### src/counter_pkg.sv
// Constants and types shared by the up/down counter design files
package counter_pkg;

  // Counter geometry
  localparam int CNT_W = 4;
  localparam logic [CNT_W-1:0] CNT_RESET = 4'h0;
  localparam logic [CNT_W-1:0] CNT_ONE = 4'h1;
  localparam logic [CNT_W-1:0] CNT_MAX = 4'hF;
  localparam logic [CNT_W-1:0] CNT_MIN = 4'h0;

  // Synchroniser depth and bundle width of pin inputs
  localparam int SYNC_STAGES = 2;
  localparam int PIN_W = 8;

  // Bit positions of the pin bundle handed to the synchroniser
  localparam int PIN_PRESET_LSB = 0;
  localparam int PIN_DOWN = 4;
  localparam int PIN_ENABLE_N = 5;
  localparam int PIN_LOAD_N = 6;
  localparam int PIN_CLOCK = 7;

  // Register port geometry
  localparam int ADDR_W = 8;
  localparam int DATA_W = 8;

  // Register offsets
  localparam logic [ADDR_W-1:0] CTRL_OFFS = 8'h00;
  localparam logic [ADDR_W-1:0] STATUS_OFFS = 8'h04;

  // Control register fields and reset value
  localparam int CTRL_INHIBIT_BIT = 0;
  localparam logic CTRL_INHIBIT_RESET = 1'h0;

  // Status register fields
  localparam int STAT_COUNT_LSB = 0;
  localparam int STAT_TC_BIT = 4;
  localparam int STAT_RIPPLE_BIT = 5;
  localparam int STAT_LOAD_BIT = 6;
  localparam int STAT_DOWN_BIT = 7;

  // Unmapped reads and idle read data
  localparam logic [DATA_W-1:0] RDATA_IDLE = 8'h00;

  // Ripple-clock output sequencer
  typedef enum logic {
    RIP_IDLE,
    RIP_LOW
  } ripple_state_t;

endpackage

### src/sync_stage.sv
// Two-flop synchroniser for a bundle of pin inputs
`timescale 1ns/1ps
module sync_stage #(
  parameter int W = 8
) (
  input wire logic clk_i,
  input wire logic rst_n_i,
  input wire logic [W-1:0] async_i,
  output logic [W-1:0] sync_o
);

  // First stage, read only by the second stage
  logic [W-1:0] meta_q;
  // Second stage, safe for logic to read
  logic [W-1:0] stable_q;

  // One pair of flops per bit
  genvar gi;
  generate
    for (gi = 0; gi < W; gi++) begin : g_bit
      // Capture and settle the pin level
      always_ff @(posedge clk_i or negedge rst_n_i) begin
        if (!rst_n_i) begin
          meta_q[gi] <= 1'b0;
          stable_q[gi] <= 1'b0;
        end else begin
          meta_q[gi] <= async_i[gi];
          stable_q[gi] <= meta_q[gi];
        end
      end
    end
  endgenerate

  // Settled levels out
  assign sync_o = stable_q;

endmodule

### src/updown_counter.sv
// Reversible 4-bit counter with preset, terminal count and ripple clock
`timescale 1ns/1ps
module updown_counter
  import counter_pkg::*;
(
  input wire logic SYS_CLK_I,
  input wire logic RST_N_I,
  input wire logic COUNT_CLOCK_I,
  input wire logic ASYNC_LOAD_N_I,
  input wire logic COUNT_ENABLE_N_I,
  input wire logic COUNT_DOWN_I,
  input wire logic [CNT_W-1:0] PRESET_INPUTS_I,
  output logic [CNT_W-1:0] COUNT_OUTPUTS_O,
  output logic TERMINAL_COUNT_O,
  output logic RIPPLE_CLOCK_N_O,
  input wire logic [ADDR_W-1:0] REG_ADDR_I,
  input wire logic [DATA_W-1:0] REG_WDATA_I,
  input wire logic REG_WR_I,
  input wire logic REG_RD_I,
  output logic [DATA_W-1:0] REG_RDATA_O
);

  // Terminal-count decode, feeding the terminal count output, ripple and status paths
  function automatic logic tc_decode(
    input logic [CNT_W-1:0] cnt,
    input logic down
  );
    logic hit;
    hit = 1'b0;
    // Top of range counting up, bottom counting down
    if (down) begin
      hit = (cnt == CNT_MIN);
    end else begin
      hit = (cnt == CNT_MAX);
    end
    return hit;
  endfunction

  // ------------------------------------------------------------
  // Pin synchronisation
  // ------------------------------------------------------------

  // Raw pin levels gathered into one bundle
  logic [PIN_W-1:0] pins_w;
  // Pin levels after two flops
  logic [PIN_W-1:0] pins_s;

  assign pins_w = {COUNT_CLOCK_I,
                   ASYNC_LOAD_N_I,
                   COUNT_ENABLE_N_I,
                   COUNT_DOWN_I,
                   PRESET_INPUTS_I};

  // All pins cross into the system clock here
  sync_stage #(
    .W(PIN_W)
  ) u_pin_sync (
    .clk_i(SYS_CLK_I),
    .rst_n_i(RST_N_I),
    .async_i(pins_w),
    .sync_o(pins_s)
  );

  // Settled pin levels, named
  logic clk_s;
  logic load_n_s;
  logic enable_n_s;
  logic down_s;
  logic [CNT_W-1:0] preset_s;

  assign clk_s = pins_s[PIN_CLOCK];
  assign load_n_s = pins_s[PIN_LOAD_N];
  assign enable_n_s = pins_s[PIN_ENABLE_N];
  assign down_s = pins_s[PIN_DOWN];
  assign preset_s = pins_s[PIN_PRESET_LSB +: CNT_W];

  // ------------------------------------------------------------
  // Count clock edge detection
  // ------------------------------------------------------------

  // Previous settled count clock level
  logic clk_prev_q;

  // Remember last settled clock level
  always_ff @(posedge SYS_CLK_I or negedge RST_N_I) begin
    if (!RST_N_I) begin
      clk_prev_q <= 1'b0;
    end else begin
      clk_prev_q <= clk_s;
    end
  end

  // Edges of the count clock, one system cycle each
  logic clk_rise_w;
  logic clk_fall_w;

  assign clk_rise_w = clk_s & ~clk_prev_q;
  assign clk_fall_w = ~clk_s & clk_prev_q;

  // ------------------------------------------------------------
  // Software control
  // ------------------------------------------------------------

  // Software count inhibit, acts like enable held high
  logic inhibit_q;
  // Register write decode
  logic ctrl_wr_w;

  assign ctrl_wr_w = REG_WR_I & (REG_ADDR_I == CTRL_OFFS);

  // Control register
  always_ff @(posedge SYS_CLK_I or negedge RST_N_I) begin
    if (!RST_N_I) begin
      inhibit_q <= CTRL_INHIBIT_RESET;
    end else if (ctrl_wr_w) begin
      inhibit_q <= REG_WDATA_I[CTRL_INHIBIT_BIT];
    end
  end

  // Effective active-low enable: pin or software inhibit
  logic enable_n_w;

  assign enable_n_w = enable_n_s | inhibit_q;

  // ------------------------------------------------------------
  // Count datapath
  // ------------------------------------------------------------

  // Present count and its next value
  logic [CNT_W-1:0] count_q;
  logic [CNT_W-1:0] count_d;
  // Count stepped one place in the selected direction
  logic [CNT_W-1:0] stepped_w;
  // Preset is overriding the counter
  logic load_active_w;
  // An enabled rising edge of the count clock
  logic count_step_w;

  // Width-matched add or subtract wraps on its own
  assign stepped_w = down_s ? (count_q - CNT_ONE)
                            : (count_q + CNT_ONE);

  // Load low wins over every counting input
  assign load_active_w = ~load_n_s;

  // Only rising clock edges with enable low step the count
  assign count_step_w = clk_rise_w & ~enable_n_w;

  // Next count: preset, step, or hold
  assign count_d = load_active_w ? preset_s
                 : count_step_w ? stepped_w
                 : count_q;

  // Count register
  always_ff @(posedge SYS_CLK_I or negedge RST_N_I) begin
    if (!RST_N_I) begin
      count_q <= CNT_RESET;
    end else begin
      count_q <= count_d;
    end
  end

  // ------------------------------------------------------------
  // Terminal count
  // ------------------------------------------------------------

  // Terminal count, aligned with the count register
  logic tc_q;
  // Decoded from next count and present direction
  logic tc_d;

  // Decode needs only count and direction, never enable
  assign tc_d = tc_decode(count_d, down_s);

  // Terminal count register
  always_ff @(posedge SYS_CLK_I or negedge RST_N_I) begin
    if (!RST_N_I) begin
      tc_q <= 1'b0;
    end else begin
      tc_q <= tc_d;
    end
  end

  // ------------------------------------------------------------
  // Ripple clock
  // ------------------------------------------------------------

  // Ripple sequencer state
  ripple_state_t rip_q;
  ripple_state_t rip_d;
  // Ripple output, active low
  logic ripple_n_q;
  logic ripple_n_d;
  // Conditions that arm the low pulse
  logic rip_arm_w;

  // Enable low and terminal count high arm it
  assign rip_arm_w = ~enable_n_w & tc_q;

  // Next state of the ripple output
  always_comb begin
    rip_d = rip_q;
    ripple_n_d = 1'b1;
    case (rip_q)
      RIP_IDLE: begin
        // Falling clock edge while armed starts the pulse
        if (clk_fall_w && rip_arm_w) begin
          rip_d = RIP_LOW;
          ripple_n_d = 1'b0;
        end
      end
      RIP_LOW: begin
        // Rising clock edge ends it at once
        if (clk_rise_w) begin
          rip_d = RIP_IDLE;
          ripple_n_d = 1'b1;
        // Enable going high kills the pulse
        end else if (enable_n_w) begin
          rip_d = RIP_IDLE;
          ripple_n_d = 1'b1;
        end else begin
          ripple_n_d = 1'b0;
        end
      end
      default: begin
        // Recover to idle
        rip_d = RIP_IDLE;
        ripple_n_d = 1'b1;
      end
    endcase
  end

  // Ripple state and output registers
  always_ff @(posedge SYS_CLK_I or negedge RST_N_I) begin
    if (!RST_N_I) begin
      rip_q <= RIP_IDLE;
      ripple_n_q <= 1'b1;
    end else begin
      rip_q <= rip_d;
      ripple_n_q <= ripple_n_d;
    end
  end

  // ------------------------------------------------------------
  // Register read port
  // ------------------------------------------------------------

  // Status word built from live state
  logic [DATA_W-1:0] status_w;
  // Control word read back
  logic [DATA_W-1:0] ctrl_w;
  // Selected read word
  logic [DATA_W-1:0] rd_sel_w;
  // Read data register
  logic [DATA_W-1:0] rdata_q;

  // Pack status fields
  always_comb begin
    status_w = RDATA_IDLE;
    status_w[STAT_COUNT_LSB +: CNT_W] = count_q;
    status_w[STAT_TC_BIT] = tc_q;
    status_w[STAT_RIPPLE_BIT] = ripple_n_q;
    status_w[STAT_LOAD_BIT] = load_active_w;
    status_w[STAT_DOWN_BIT] = down_s;
  end

  // Pack control fields
  always_comb begin
    ctrl_w = RDATA_IDLE;
    ctrl_w[CTRL_INHIBIT_BIT] = inhibit_q;
  end

  // Address decode, unmapped reads return zero
  assign rd_sel_w = (REG_ADDR_I == CTRL_OFFS) ? ctrl_w
                  : (REG_ADDR_I == STATUS_OFFS) ? status_w
                  : RDATA_IDLE;

  // Read data stand only in the cycle after the strobe
  always_ff @(posedge SYS_CLK_I or negedge RST_N_I) begin
    if (!RST_N_I) begin
      rdata_q <= RDATA_IDLE;
    end else if (REG_RD_I) begin
      rdata_q <= rd_sel_w;
    end else begin
      rdata_q <= RDATA_IDLE;
    end
  end

  // ------------------------------------------------------------
  // Outputs, each straight from a flop
  // ------------------------------------------------------------

  assign COUNT_OUTPUTS_O = count_q;
  assign TERMINAL_COUNT_O = tc_q;
  assign RIPPLE_CLOCK_N_O = ripple_n_q;
  assign REG_RDATA_O = rdata_q;

endmodule

### config.mk
export PLATFORM = sky130hd
export DESIGN_NAME = updown_counter
export DESIGN_NICKNAME = d
export VERILOG_FILES = /design/src/counter_pkg.sv /design/src/sync_stage.sv /design/src/updown_counter.sv
export SDC_FILE = /design/constraint.sdc
export NUM_CORES = 1
export LEC_CHECK = 0
export BUFFER_PORTS_ARGS = -buffer_cell sky130_fd_sc_hd__buf_2
export CELL_PAD_IN_SITES_DETAIL_PLACEMENT = 0
export CELL_PAD_IN_SITES_GLOBAL_PLACEMENT = 1
export CORE_MARGIN = 2
export CORE_UTILIZATION = 34
export CTS_CLUSTER_SIZE = 24
export DETAILED_ROUTE_END_ITERATION = 6
export PLACE_DENSITY = 0.84
export RECOVER_POWER = 25
export SYNTH_ARGS = -nofsm -noshare
export SYNTH_HDL_FRONTEND = slang
export SYNTH_SLANG_ARGS = --single-unit
### constraint.sdc
create_clock -name SYS_CLK_I -period 2.03 [get_ports SYS_CLK_I]
set_input_delay 0 -clock SYS_CLK_I [delete_from_list [all_inputs] [get_ports SYS_CLK_I]]
set_output_delay 0 -clock SYS_CLK_I [all_outputs]
set_load 0.05 [all_outputs]
==> impl_metrics.py, run 1 <==
metrics = {
    "logic_synthesis": {
        "synth-main-ff-cell": "dfrtp_1",
        "synth-edff-count": 0,
        "synth.distinct_cells": 30,
        "synth.most_common_cell": "dfrtp_1",
        "yosys.area.top_type": "dfrtp_1",
        "synth_nets": 111,
        "synth-seq-cells": 33,
        "synthCells": 80,
        "avgSynthCellArea_um2": 14.9,
        "async_reset_ff_frac": 1.00,
        "ys_seq_area_frac": 0.693,
        "yosysTopAreaCellShare": 0.671,
        "synth_area_mm2": 0.00119,
        "synthTopCellsByArea": "dfrtp_1 (67%), and2_1 (3.7%), mux2i_1 (3.4%), dfstp_2 (2.2%), ha_1 (2.1%)",
        "ys_warn_count": 0,
        "synth_commonest_cells": "dfrtp_1 (32), and2_1 (7), inv_1 (4), mux2i_1 (4)",
    },
    "hold_path": {
        "hold_end": "inhibit_q",
        "holdPathStages": 3,
        "min_path_type": "primary input to register",
        "hold_start": "REG_WR_I",
    },
    "run": {
        "maxCapViolations": 1,
    },
    "route": {
        "routedWlPerCell_um": 10.9,
        "drt_iter0_drc": 19,
        "first_pass_iters": 4,
        "ant_nets": 0,
        "drt_wl_total_um": 2040,
        "vias_per_cell": 4.33,
        "vias": 805,
        "drcViolationCount": 0,
    },
    "grt": {
        "track_usage": 0.114,
        "grt_max_degree": 34,
        "grt_pass1_wl_um": 3390,
        "grt-ovfl-total": 0,
        "antenna_found_initial": 0,
        "grt_pass1_vias": 823,
    },
    "final_layout": {
        "antenna_cells": 0,
        "nets": 170,
        "drive_gt1_frac": 0.429,
        "area_growth_pct": 42.8,
        "postLayoutCoreUtil": 0.507,
    },
    "setup_path": {
        "r2r_end": "TERMINAL_COUNT_O",
        "r2r-start": "u_pin_sync.sync_o[5]",
        "ff2ff_path_depth": 5,
        "path_cells": "or4b_4 -> mux2_4 -> mux2i_2 -> or4_1 -> mux2i_1",
        "slowest_stage": "or4b_4",
        "cp.required_ps": 2280,
        "worstSetupStartpointType": "register",
        "crit_path_end_kind": "register",
        "crit_arrival_ps": 2290,
        "worst-path-stages": 5,
        "crit_buf_inv": 0,
        "critPathKind": "register to register",
        "cpPeakStageDelay_ps": 590,
        "crit_family": "simple AND/OR/NAND/NOR gates",
        "critPathMaxFanout": 5,
        "ff2ff_setup_slack_ps": -10,
    },
    "timing": {
        "relSlewSlack": -0.0908,
        "grt_setup_unrepaired": "true",
        "finClkSkew_ps": 6.94,
        "setup_tns_ps": -12.3,
        "setup_slack_ps": -12.3,
        "finalSetupViolations": 1,
        "report.final.slew_viol_count": 34,
        "finalHoldViolCount": 0,
        "fin_crit_ps": 2040,
        "worstMarginPinSlew_ps": 1640,
        "timing.final.crit_share": 1.01,
        "fmax_ghz": 0.490,
    },
    "placement": {
        "port-buffer-count": 34,
        "gp_routability_congestion": 0.710,
        "dp_hpwl_um": 1410,
        "dp_slack_ps": -105,
    },
    "clocking": {
        "clockBufferDepth": 2,
        "cts_sinks": 33,
        "htreeDepth": 2,
        "clock_latency_ps": 320,
        "cts_made_buffers": 5,
        "cts_tree": "built",
        "clk_pin_slew_ps": 100,
        "cts-root-buf": "clkbuf_4",
    },
    "floorplanning": {
        "start_util": 0.355,
        "rows": 21,
        "io_pins": 42,
        "core-area_mm2": 0.00336,
        "dieHeight_um": 63.3,
        "fp.dieArea_mm2": 0.00400,
        "die_w_um": 63.3,
    },
    "run_status": {
        "violations": "capacitance limit, slew limit, setup timing",
        "status": "complete, but fails checks",
    },
    "power_and_ir_drop": {
        "p_leak_nw": 0.844,
        "irDropWorstVdd_mv": 0.398,
        "pwr_density_cell_mw_per_mm2": 840,
    },
}
## worst max-delay path by stage
stage,from,end,slack [ps]
after floorplan,COUNT_OUTPUTS_O[2],TERMINAL_COUNT_O,20
after global placement,inhibit_q,TERMINAL_COUNT_O,-40
after detailed placement,inhibit_q,TERMINAL_COUNT_O,-100
after CTS,clk_prev_q,TERMINAL_COUNT_O,8
after global routing,u_pin_sync.sync_o[5],TERMINAL_COUNT_O,-100
final,u_pin_sync.sync_o[5],TERMINAL_COUNT_O,-10
## layout make-up
type                    instances  area (um^2)
inverters                       4         15.0
fillers                       325         1660
clock buffers                   7         55.1
flip-flops and latches         33          832
clock inverters                 1         30.0
well taps                      46         57.6
multi-input cells              41          367
repair buffers                 54          348
## power breakdown
group	leakage [nW]	switching, mW	internal (mW)	total [mW]
clock network	0.0455	0.203	0.294	0.497
registers	0.404	0.0269	0.690	0.717
logic	0.395	0.116	0.101	0.217
total	0.844	0.346	1.09	1.43
## sequential cells by signal (all words and copies together) (netlist names)
name               count
u_pin_sync.meta_q      8
clk_prev_q             1
TERMINAL_COUNT_O       1
COUNT_OUTPUTS_O        4
inhibit_q              1
RIPPLE_CLOCK_N_O       1
REG_RDATA_O            8
rip_q                  1
u_pin_sync.sync_o      8
## kinds of logic after synthesis
logic type / share of synthesized area
flip-flops: 0.693
AND/OR/NAND/NOR: 0.121
multiplexers: 0.0713
AO/OA/AOI/OAI: 0.0430
buffers and inverters: 0.0199
adder cells (fa/ha/maj): 0.0377
XOR/XNOR: 0.0147
## layout by cell type, fill, tap and decap left out, types with 2 or more instances in the layout
cell type / netlist / routed
buf_2: 1 / 32
and3_1: 2 / 2
dfrtp_2: 0 / 4
nor2_1: 2 / 2
mux2_2: 2 / 2
dfrtp_1: 32 / 28
clkbuf_1: 1 / 3
and2_1: 7 / 7
inv_1: 4 / 4
clkbuf_4: 0 / 5
or4_1: 2 / 2
mux2i_1: 4 / 3
buf_4: 0 / 8
dlygate4sd3_1: 0 / 12
a21oi_1: 2 / 2
## tightest hold or removal path, delay by kind of cell
kind | cells | cell delay [ps]
muxes | 1 | 150
and+or+nand+nor | 1 | 80
buffers and inverters | 1 | 90
## metal layers
metal,track usage,vias to the layer above,wire [um]
met3,0.0536,2,123
met1,0.106,383,794
li1,-,393,-
met2,0.210,27,1100
met4,0.0489,0,17
met5,0,-,0
## repair_timing
item,4_1_cts,5_1_grt
hold endpoints to repair,42,0
setup endpoints to repair,1,1
hold buffers,12,0
gates resized for setup,3,1
pin swaps,1,2
buffers inserted,2,2
## per-stage QoR
| stage | instances | hold slack, ps | power, mW | instance area (um^2) |
|---|---|---|---|---|
| final | 186 | 27.3 | 1.43 | 1700 |
| after global routing | 186 | 12.8 | 1.51 | 1700 |
| after CTS | 184 | 15.6 | 1.45 | 1690 |
| after detailed placement | 162 | 80.5 | 0.918 | 1460 |
| after global placement | 162 | 69.4 | 0.909 | 1460 |
| after floorplan | 80 | -296 | 0.839 | 1210 |
(Power assumes the default switching activity.)
==> inputs of run 2 (changes only) <==
--- a/config.mk
+++ b/config.mk
@@ -12,7 +12,7 @@
 export CORE_UTILIZATION = 34
 export CTS_CLUSTER_SIZE = 24
 export DETAILED_ROUTE_END_ITERATION = 6
-export PLACE_DENSITY = 0.84
+export PLACE_DENSITY = 0.81
 export RECOVER_POWER = 25
 export SYNTH_ARGS = -nofsm -noshare
 export SYNTH_HDL_FRONTEND = slang
==> run 2 against run 1 <==
  * The run ends with capacitance limit, slew limit left
  * Global-route usage grew 0.13 points
  * Sequential share of layout area grew 1.0 points
  * Combinational power is essentially flat
  * Highest routed layer unchanged
  * Critical endpoint unchanged
==> impl_metrics.py, run 2 (synthesis gave the netlist of run 1 again) <==
metrics = {
    "clocking": {
        "clock_latency_ps": 340,
        "htreeDepth": 2,
        "cts_made_buffers": 5,
        "cts_sinks": 33,
        "cts-root-buf": "clkbuf_4",
        "clk_pin_slew_ps": 100,
        "cts_tree": "built",
        "clockBufferDepth": 2,
    },
    "setup_path": {
        "crit_buf_inv": 0,
        "crit_path_end_kind": "register",
        "cp.required_ps": 2290,
        "worstSetupStartpointType": "register",
        "ff2ff_setup_slack_ps": 10,
        "crit_family": "simple AND/OR/NAND/NOR gates",
        "critPathKind": "register to register",
        "slowest_stage": "or4b_4",
        "crit_arrival_ps": 2280,
        "cpPeakStageDelay_ps": 590,
        "ff2ff_path_depth": 4,
        "worst-path-stages": 4,
        "critPathMaxFanout": 5,
        "path_cells": "or4b_4 -> or4_4 -> a31oi_4 -> mux2i_1",
    },
    "final_layout": {
        "seq_area_um2": 832,
        "design_area_mm2": 0.00167,
        "area_growth_pct": 39.8,
        "antenna_cells": 0,
        "final_common_cell": "buf_2",
        "n_fill_cell": 319,
        "final_cell_mix": "buf_2 (33), dfrtp_1 (28), dlygate4sd3_1 (13)",
        "nets": 169,
        "finalNonFillerCells": 185,
        "drive_gt1_frac": 0.432,
        "multi_input_area_um2": 365,
    },
    "timing": {
        "fmax_ghz": 0.495,
        "finClkSkew_ps": 9.07,
        "report.final.slew_viol_count": 34,
        "timing.final.crit_share": 0.995,
        "hold_ws_ps": 133,
        "finalSetupViolations": 0,
        "finalHoldViolCount": 0,
        "fin_crit_ps": 2020,
        "worstMarginPinSlew_ps": 1660,
        "relSlewSlack": -0.104,
        "grt_setup_unrepaired": "true",
    },
    "route": {
        "drt_iter0_drc": 17,
        "drt_wl_total_um": 2040,
        "routedWlPerCell_um": 11.0,
        "first_pass_iters": 4,
        "vias": 792,
        "vias_per_cell": 4.28,
        "drcViolationCount": 0,
        "ant_nets": 0,
    },
    "floorplanning": {
        "die_w_um": 63.3,
        "start_util": 0.355,
        "io_pins": 42,
        "dieHeight_um": 63.3,
        "fp.dieArea_mm2": 0.00400,
        "core-area_mm2": 0.00336,
        "rows": 21,
    },
    "power_and_ir_drop": {
        "irDropWorstVdd_mv": 0.544,
        "p_leak_nw": 0.831,
        "pwr_density_cell_mw_per_mm2": 771,
    },
    "placement": {
        "postPlaceCellArea_mm2": 0.00146,
        "port-buffer-count": 34,
        "gp_routability_congestion": 0.725,
        "placedCellCount": 162,
    },
    "grt": {
        "antenna_found_initial": 0,
        "grt_pass1_vias": 836,
        "track_usage": 0.115,
        "grt-ovfl-total": 0,
        "grt_pass1_wl_um": 3420,
        "grt_max_degree": 34,
    },
    "run_status": {
        "violations": "capacitance limit, slew limit",
        "status": "complete, but fails checks",
    },
    "run": {
        "maxCapViolations": 1,
    },
    "hold_path": {
        "min_path_type": "primary input to register",
        "holdPathStages": 3,
    },
}
## run 2: through the flow
| stage | total power, mW | utilization | TNS [ps] | worst slack, ps |
|---|---|---|---|---|
| 2_1_floorplan | 0.839 | - | 0 | 22.2 |
| 3_3_place_gp | 0.909 | 0.434 | -39.1 | -39.1 |
| 3_5_place_dp | 0.919 | 0.434 | -74.3 | -74.3 |
| 4_1_cts | 1.30 | 0.490 | 0 | 0.0635 |
| 5_1_grt | 1.36 | 0.496 | -156 | -77.7 |
| 6_report | 1.29 | 0.496 | 0 | 10.3 |
## run 2: where the power goes
part	internal (mW)	total, mW	switching (mW)
combinational	0.103	0.218	0.115
clock	0.130	0.349	0.219
sequential	0.690	0.720	0.0292
total	0.923	1.29	0.363
## run 2: worst register-to-register path, cell delays in order (launching register included)
cell	delay [ps]
dfrtp_1	390
or4b_4	590
or4_4	550
a31oi_4	210
mux2i_1	220
## run 2: routing by layer
| metal | part of all wire | track usage |
|---|---|---|
| met1 | 0.39 | 0.111 |
| met2 | 0.52 | 0.202 |
| met3 | 0.057 | 0.0411 |
| met4 | 0.028 | 0.0815 |
| met5 | 0 | 0 |
## run 2: layout make-up
class | count | share of cell area
clock buffers | 5 | 0.0225
clock inverters | 3 | 0.0105
inverters | 4 | 0.00900
multi-input cells | 41 | 0.219
flip-flops and latches | 33 | 0.499
well taps | 46 | 0.0345
repair buffers | 53 | 0.206
## run 2: what timing repair did
action / CTS / global route
hold endpoints to repair: 42 / 0
setup buffers: 0 / 2
endpoints found under the setup margin: 1 / 1
hold buffers: 13 / 0
pin swaps: 0 / 0
gates resized for setup: 3 / 2
## run 2: worst paths after layout
kind / endpoint / startpoint
max in group asynchronous: COUNT_OUTPUTS_O[1] / RST_N_I
max reg2reg: TERMINAL_COUNT_O / inhibit_q
max: TERMINAL_COUNT_O / inhibit_q
min reg2reg: u_pin_sync.sync_o[4] / u_pin_sync.meta_q[4]
min in group asynchronous: u_pin_sync.meta_q[6] / RST_N_I
min: REG_RDATA_O[6] / REG_ADDR_I[2]
